`src/include/pmd_defs.svh`:
```
`ifndef PMD_DEFS_SVH
`define PMD_DEFS_SVH

// ****************************************
// register indices (word offsets)
// ****************************************
`define PMD_IDX_CMP_I2C 2'h0
`define PMD_IDX_REFCLK 2'h1
`define PMD_IDX_PWM 2'h2

// ****************************************
// field positions
// ****************************************
`define PMD_BIT_CMP 10
`define PMD_BIT_I2C2 1
`define PMD_BIT_REFCLK 3
`define PMD_BIT_PWM_LO 8
`define PMD_PWM_COUNT 5

// ****************************************
// implemented bit masks and reset values
// ****************************************
`define PMD_MASK_CMP_I2C 16'h0402
`define PMD_MASK_REFCLK 16'h0008
`define PMD_MASK_PWM 16'h1f00
`define PMD_RESET_VALUE 16'h0000

`endif

```
`src/include/pmd_pkg.sv`:
```
`default_nettype none
package pmd_pkg;

    // ****************************************
    // types
    // ****************************************
    typedef logic [15:0] pmd_word_t;

    // software access to the register bank
    typedef struct packed {
        logic [1:0] addr;
        logic [15:0] wdata;
        logic wr;
        logic rd;
    } pmd_req_t;

endpackage : pmd_pkg
`default_nettype wire

```
`src/design/pmd_reg16.sv`:
```
`timescale 1ns/1ns
`default_nettype none
`include "pmd_defs.svh"

// one 16-bit disable register; only bits in the mask are stored
module pmd_reg16 #(
    parameter logic [15:0] MASK = 16'h0000
) (
    input wire logic clk,
    input wire logic resetn,
    input wire logic wrEn,
    input wire logic [15:0] wdata,
    output logic [15:0] value
);

    logic [15:0] value_q;
    logic [15:0] value_d;

    // masked write, unimplemented bits forced to zero
    always_comb begin
        value_d = value_q;
        if (wrEn) begin
            value_d = wdata & MASK;
        end
    end

    // cleared at power-on reset
    always_ff @(posedge clk or negedge resetn) begin
        if (!resetn) begin
            value_q <= `PMD_RESET_VALUE;
        end else begin
            value_q <= value_d;
        end
    end

    assign value = value_q;

endmodule : pmd_reg16

`default_nettype wire

```
`src/design/pmd_regs.sv`:
```
// Our own choices: the register offsets and the address-and-strobe port.
`timescale 1ns/1ns
`default_nettype none
`include "pmd_defs.svh"

// Notes on behaviour
// bit 10 of comparator/i2c register set disables comparator, clear lets it run
// bit 3 of refclk register set disables reference clock output module
// unimplemented bits read zero and ignore writes
// implemented bits are read/write and clear to zero at reset
// pwm register bits 12..8 disable pwm generators 5..1; comparator/i2c register bit 1 disables i2c two
module pmd_regs (
    input wire logic clk,
    input wire logic resetn,
    input wire logic [1:0] addr,
    input wire logic [15:0] wdata,
    input wire logic wr,
    input wire logic rd,
    output logic [15:0] rdata,
    output logic comparator_off,
    output logic second_two_wire_off,
    output logic refclk_out_off,
    output logic [4:0] pwm_gen_off
);

    // ****************************************
    // request bundle and write decode
    // ****************************************
    pmd_pkg::pmd_req_t req;
    assign req = '{addr: addr, wdata: wdata, wr: wr, rd: rd};

    function automatic logic hit(input logic [1:0] a, input logic [1:0] idx);
        hit = (a == idx);
    endfunction : hit

    // write enables, one per register; index 3 has none
    logic wrCmpI2c;
    logic wrRefclk;
    logic wrPwm;
    assign wrCmpI2c = req.wr && hit(req.addr, `PMD_IDX_CMP_I2C);
    assign wrRefclk = req.wr && hit(req.addr, `PMD_IDX_REFCLK);
    assign wrPwm = req.wr && hit(req.addr, `PMD_IDX_PWM);

    pmd_pkg::pmd_word_t cmpI2cVal;
    pmd_pkg::pmd_word_t refclkVal;
    pmd_pkg::pmd_word_t pwmVal;

    // ****************************************
    // register storage
    // ****************************************
    // masked storage keeps unimplemented bits at zero (see), reset to zero (see)
    pmd_reg16 #(.MASK(`PMD_MASK_CMP_I2C)) uCmpI2c (
        .clk(clk),
        .resetn(resetn),
        .wrEn(wrCmpI2c),
        .wdata(req.wdata),
        .value(cmpI2cVal)
    );

    pmd_reg16 #(.MASK(`PMD_MASK_REFCLK)) uRefclk (
        .clk(clk),
        .resetn(resetn),
        .wrEn(wrRefclk),
        .wdata(req.wdata),
        .value(refclkVal)
    );

    pmd_reg16 #(.MASK(`PMD_MASK_PWM)) uPwm (
        .clk(clk),
        .resetn(resetn),
        .wrEn(wrPwm),
        .wdata(req.wdata),
        .value(pwmVal)
    );

    // ****************************************
    // read path and disable outputs
    // ****************************************
    logic [15:0] rdata_d;
    logic [15:0] rdata_q;
    logic [7:0] off_d;
    logic [7:0] off_q;

    // read mux; unmapped index reads zero
    always_comb begin
        rdata_d = 16'h0000;
        if (req.rd) begin
            unique case (req.addr)
                `PMD_IDX_CMP_I2C: rdata_d = cmpI2cVal;
                `PMD_IDX_REFCLK: rdata_d = refclkVal;
                `PMD_IDX_PWM: rdata_d = pwmVal;
                default: rdata_d = 16'h0000;
            endcase
        end
    end

    // next disable levels follow the written value, one flop per disable bit
    always_comb begin
        off_d = {cmpI2cVal[`PMD_BIT_CMP],
                 cmpI2cVal[`PMD_BIT_I2C2],
                 refclkVal[`PMD_BIT_REFCLK],
                 pwmVal[`PMD_BIT_PWM_LO +: `PMD_PWM_COUNT]};
    end

    // read data register, zero outside a read answer
    always_ff @(posedge clk or negedge resetn) begin
        if (!resetn) begin
            rdata_q <= 16'h0000;
        end else begin
            rdata_q <= rdata_d;
        end
    end

    // disable output flops, every module enabled after reset
    always_ff @(posedge clk or negedge resetn) begin
        if (!resetn) begin
            off_q <= 8'h00;
        end else begin
            off_q <= off_d;
        end
    end

    assign rdata = rdata_q;
    assign comparator_off = off_q[7];
    assign second_two_wire_off = off_q[6];
    assign refclk_out_off = off_q[5];
    assign pwm_gen_off = off_q[4:0];

    // ****************************************
    // assertions
    // ****************************************
    a_cmp_follows_write: assert property (@(posedge clk) disable iff (!resetn)
        wr && addr == `PMD_IDX_CMP_I2C |=> ##1 comparator_off == $past(wdata[`PMD_BIT_CMP], 2))
        else $error("comparator disable does not follow write");

    a_refclk_follows_write: assert property (@(posedge clk) disable iff (!resetn)
        wr && addr == `PMD_IDX_REFCLK |=> ##1 refclk_out_off == $past(wdata[`PMD_BIT_REFCLK], 2))
        else $error("refclk disable does not follow write");

    a_refclk_unimpl_zero: assert property (@(posedge clk) disable iff (!resetn)
        rd && addr == `PMD_IDX_REFCLK |=> (rdata & ~`PMD_MASK_REFCLK) == 16'h0000)
        else $error("unimplemented refclk bits read nonzero");

    a_cmp_unimpl_zero: assert property (@(posedge clk) disable iff (!resetn)
        rd && addr == `PMD_IDX_CMP_I2C |=> (rdata & ~`PMD_MASK_CMP_I2C) == 16'h0000)
        else $error("unimplemented comparator register bits read nonzero");

    a_pwm_readback: assert property (@(posedge clk) disable iff (!resetn)
        wr && addr == `PMD_IDX_PWM ##1 rd && addr == `PMD_IDX_PWM |=> rdata == ($past(wdata, 2) & `PMD_MASK_PWM))
        else $error("pwm register readback mismatch");

    a_pwm_gen_follows: assert property (@(posedge clk) disable iff (!resetn)
        wr && addr == `PMD_IDX_PWM |=> ##1 pwm_gen_off == $past(wdata[12:8], 2))
        else $error("pwm disables do not follow write");

    a_i2c_follows_write: assert property (@(posedge clk) disable iff (!resetn)
        wr && addr == `PMD_IDX_CMP_I2C |=> ##1 second_two_wire_off == $past(wdata[`PMD_BIT_I2C2], 2))
        else $error("second two-wire disable does not follow write");

    a_no_read_zero: assert property (@(posedge clk) disable iff (!resetn)
        !rd |=> rdata == 16'h0000)
        else $error("read data not zero without read");

    // ****************************************
    // assertions: masking and readback
    // ****************************************
    // unimplemented and unmapped positions never read back as one
    a_pwm_unimpl_zero: assert property (@(posedge clk) disable iff (!resetn)
        rd && addr == `PMD_IDX_PWM |=> (rdata & ~`PMD_MASK_PWM) == 16'h0000)
        else $error("unimplemented pwm register bits read nonzero");

    a_unmapped_read_zero: assert property (@(posedge clk) disable iff (!resetn)
        rd && addr == 2'h3 |=> rdata == 16'h0000)
        else $error("unmapped index reads nonzero");

    a_unmapped_write_ignored: assert property (@(posedge clk) disable iff (!resetn)
        wr && addr == 2'h3 |=> $stable(cmpI2cVal) && $stable(refclkVal) && $stable(pwmVal))
        else $error("write to unmapped index changed a register");

    a_stored_bits_masked: assert property (@(posedge clk) disable iff (!resetn)
        ((cmpI2cVal & ~`PMD_MASK_CMP_I2C) | (refclkVal & ~`PMD_MASK_REFCLK)
            | (pwmVal & ~`PMD_MASK_PWM)) == 16'h0000)
        else $error("unimplemented register bit holds a one");

    a_cmp_readback: assert property (@(posedge clk) disable iff (!resetn)
        wr && addr == `PMD_IDX_CMP_I2C ##1 rd && addr == `PMD_IDX_CMP_I2C
            |=> rdata == ($past(wdata, 2) & `PMD_MASK_CMP_I2C))
        else $error("comparator register readback mismatch");

    a_refclk_readback: assert property (@(posedge clk) disable iff (!resetn)
        wr && addr == `PMD_IDX_REFCLK ##1 rd && addr == `PMD_IDX_REFCLK
            |=> rdata == ($past(wdata, 2) & `PMD_MASK_REFCLK))
        else $error("refclk register readback mismatch");

    a_read_keeps_regs: assert property (@(posedge clk) disable iff (!resetn)
        rd |=> $stable(cmpI2cVal) && $stable(refclkVal) && $stable(pwmVal))
        else $error("read changed a register");

    // ****************************************
    // assertions: holding and reset
    // ****************************************
    // a disable level only moves two cycles after a write to its register
    a_cmp_holds_idle: assert property (@(posedge clk) disable iff (!resetn)
        !(wr && addr == `PMD_IDX_CMP_I2C) |=> ##1 $stable(comparator_off))
        else $error("comparator disable moved without write");

    a_i2c_holds_idle: assert property (@(posedge clk) disable iff (!resetn)
        !(wr && addr == `PMD_IDX_CMP_I2C) |=> ##1 $stable(second_two_wire_off))
        else $error("second two-wire disable moved without write");

    a_refclk_holds_idle: assert property (@(posedge clk) disable iff (!resetn)
        !(wr && addr == `PMD_IDX_REFCLK) |=> ##1 $stable(refclk_out_off))
        else $error("refclk disable moved without write");

    a_pwm_holds_idle: assert property (@(posedge clk) disable iff (!resetn)
        !(wr && addr == `PMD_IDX_PWM) |=> ##1 $stable(pwm_gen_off))
        else $error("pwm disables moved without write");

    a_release_all_clear: assert property (@(posedge clk)
        $rose(resetn) |-> rdata == 16'h0000 && comparator_off == 1'b0 && second_two_wire_off == 1'b0
            && refclk_out_off == 1'b0 && pwm_gen_off == 5'h00)
        else $error("outputs not clear after reset release");

endmodule : pmd_regs

`default_nettype wire

```
`config.mk`:
```
export PLATFORM = sky130hd
export DESIGN_NAME = pmd_regs
export DESIGN_NICKNAME = d
export VERILOG_FILES = /design/src/include/pmd_pkg.sv /design/src/design/pmd_reg16.sv /design/src/design/pmd_regs.sv
export VERILOG_INCLUDE_DIRS = /design/src /design/src/include
export SDC_FILE = /design/constraint.sdc
export NUM_CORES = 1
export LEC_CHECK = 0
export BUFFER_PORTS_ARGS = -buffer_cell sky130_fd_sc_hd__buf_2
export CAP_MARGIN = 20
export CELL_PAD_IN_SITES_DETAIL_PLACEMENT = 1
export CELL_PAD_IN_SITES_GLOBAL_PLACEMENT = 2
export CORE_UTILIZATION = 30
export CTS_BUF_LIST = sky130_fd_sc_hd__clkbuf_4 sky130_fd_sc_hd__clkbuf_8
export DETAILED_ROUTE_END_ITERATION = 12
export GPL_TIMING_DRIVEN = 0
export PLACE_DENSITY = 0.88
export SLEW_MARGIN = 20
export SYNTH_ARGS = -nofsm -noshare
export SYNTH_HDL_FRONTEND = slang
export SYNTH_SLANG_ARGS = --single-unit
```
`constraint.sdc`:
```
create_clock -name clk -period 1.4 [get_ports clk]
set_clock_uncertainty 0.05 [all_clocks]
set_input_delay 0.28 -clock clk [delete_from_list [all_inputs] [get_ports clk]]
set_output_delay 0.28 -clock clk [all_outputs]
set_load 0.1 [all_outputs]
```
==> flow_summary.yaml <==
run_status:
  status: "complete, no violations"
clock_tree:
  h-tree-depth: 1
  clk_latency_ps: 310
  root_buffer: "clkbuf_4"
  clockBufferDepth: 2
  path_clk_slew_ps: 120
  clock_sinks: 23
  cts_tree: "built"
  postCtsSetupBuffers: 0
  numCtsBuffers: 3
sta:
  drv_slew: 0
  final.setup.tns_ps: 0
  finalCritPeriodShare: 0.9296
  fmax_mhz: 768.4
  setup_viol: 0
  worst_slack_ps: 98.62
  fin_crit_ps: 1301
  hold_viol: 0
  rsz0062_at_grt: "false"
global_route:
  grt_overflow_total: 0
  grt_usage: 0.1134
  grt_pass1_vias: 545
  grt_first_pass_wirelength_um: 2594
  antenna_found_initial: 0
  use_met2: 0.2065
  grt_max_degree: 24
  use_met1: 0.1109
  busiest_layer: "met2"
  grt_use_met3: 0.01639
power_and_ir_drop:
  powerDensity_nw_per_um2: 1626
  finalPower_w: 0.001843
  p_leak_nw: 0.5963
  ir_worst_vdd_uv: 907.1
logic_synthesis:
  syn_area_per_cell_um2: 16.10
  postSynthCellCount: 53
  yosysWarnings: 0
  synth_area_um2: 853.3
  yosysMostFrequentCell: "dfrtp_1"
  synth_edf_count: 0
  synth_cell_types: 13
  synth.area.top_cells: "dfrtp_1 67%, mux2_2 11%, buf_4 7.9%"
  synthFlopType: "dfrtp_1"
  ys_seq_area_frac: 0.6745
  yosys.area.top_type: "dfrtp_1"
  async_flop_share: 1.000
  synth-seq-cells: 23
  yosysTopAreaCellShare: 0.6745
  synth_common_cells: "23 x dfrtp_1, 9 x buf_4, 8 x mux2_2"
critical_path:
  reg2reg_depth: 1
  critPathBufInv: 1
  critPathTopFamily: "flip-flops"
  crit_path_cell_trace: "clkbuf_4"
  crit_type: "reg2out"
  cpPeakStageDelay_ps: 340
  crit-reg2reg-capture: "uCmpI2c.value[10]"
  critPathRequiredTime_ps: 1070
  cp-end-kind: "primary output"
  slowest_stage: "dfrtp_1"
  critPathLaunchType: "flop"
  crit_cells: 1
  crit-reg2reg-launch: "uCmpI2c.value[10]"
  worstPathArrival_ps: 970
  endpoint: "pwm_gen_off[1]"
  cp_max_fo: 1
  crit_start: "off_q[1]"
  r2r_slack_ps: 570
placement:
  gp_congestion: 0.7441
  post-place-ws_ps: 185.6
  dp_hpwl_um: 1113
  dpl-instance-area_um2: 1056
  placed_cells: 118
  io_buffers: 27
die:
  die_h_um: 55.33
  fp.coreArea_um2: 2590
  die_w_um: 55.33
  dieArea_um2: 3061
  rows: 18
  start_util: 0.3295
  ioPinCount: 46
layout:
  instances_no_fill: 123
  drive_gt1_frac: 0.5699
  final_cell_area_um2: 1134
  num_antenna_cells: 0
  layout.nets: 116
  syn2layout_area_growth_pct: 32.84
job:
  drv_cap: 0
detailed_routing:
  viasPerCell: 4.220
  wire_per_inst_um: 12.04
  drt-total-wl_um: 1481
  firstDrtPassIters: 2
  drtIter0Drc: 2
  ant_nets: 0
  drc: 0
  vias: 519
hold_path:
  hold_class: "in2reg"
==> metal layers <==
layer / routed length (um) / up-vias
li1: - / 240
met1: 534 / 248
met2: 794 / 26
met3: 95 / 5
met4: 57 / 0
met5: 0 / -
==> power breakdown <==
part           leakage (nW)  switching [W]  internal, W
clock                0.0184       0.000187     0.000131
sequential            0.285      0.0000431     0.000760
combinational         0.293       0.000578     0.000145
==> what timing repair did <==
| item | CTS | global route |
|---|---|---|
| endpoints found under the hold margin | 23 | 0 |
| gates resized for setup | 11 | 4 |
| endpoints found under the setup margin | 11 | 4 |
| hold buffers | 1 | 0 |
==> state kept, by name (all words and copies together) (netlist names) <==
register	flops
off_q	8
rdata	7
uCmpI2c.value	2
uPwm.value	5
uRefclk.value	1
==> placed cells by master (no fill, tap or decap) <==
cell type / netlist / final
nor3b_1: 1 / 1
dlygate4sd3_1: 0 / 1
and4bb_2: 1 / 1
nor3b_2: 1 / 1
and4b_2: 1 / 1
and2_1: 4 / 4
buf_4: 9 / 20
nand3b_1: 1 / 1
nand3b_4: 1 / 1
conb_1: 1 / 9
mux2i_1: 1 / 1
clkbuf_4: 0 / 8
buf_2: 0 / 12
mux2_2: 8 / 8
and3b_2: 1 / 1
dfrtp_1: 23 / 23
==> worst min path at each step <==
stage,slack [ps],cells after the start,startpoint,endpoint
after floorplan,-70,0,resetn,off_q[0]
after CTS,140,2,wdata[1],uCmpI2c.value[1]
after global routing,130,2,wdata[9],uPwm.value[9]
final,150,2,wdata[12],uPwm.value[12]
after global placement,210,1,resetn,off_q[5]
after detailed placement,220,1,resetn,uRefclk.value[3]
==> final cells by class <==
| cell class | instances | area, um^2 |
|---|---|---|
| Timing Repair Buffer | 28 | 182.7 |
| Tap cell | 30 | 37.54 |
| Clock buffer | 4 | 30.03 |
| Sequential cell | 23 | 575.6 |
| Buffer | 9 | 67.56 |
| Fill cell | 288 | 1456 |
| Multi-Input combinational cell | 29 | 240.2 |
==> cells by family (layout without fill, tap and decap cells) <==
group	after synthesis	in the layout	synth area share
flip-flops	23	23	0.6745
multiplexers	9	9	0.1173
AND/OR/NAND/NOR	11	11	0.1246
other	1	9	0.004395
buffers and inverters	9	41	0.07917
==> metrics by stage <==
step	util	hold slack [ps]
6_report	0.4377	146.9
5_1_grt	0.4377	130.2
4_1_cts	0.4338	142.2
3_5_place_dp	0.4077	221.0
3_3_place_gp	0.4077	208.4
2_1_floorplan	-	-65.59
(Power assumes the default switching activity.)
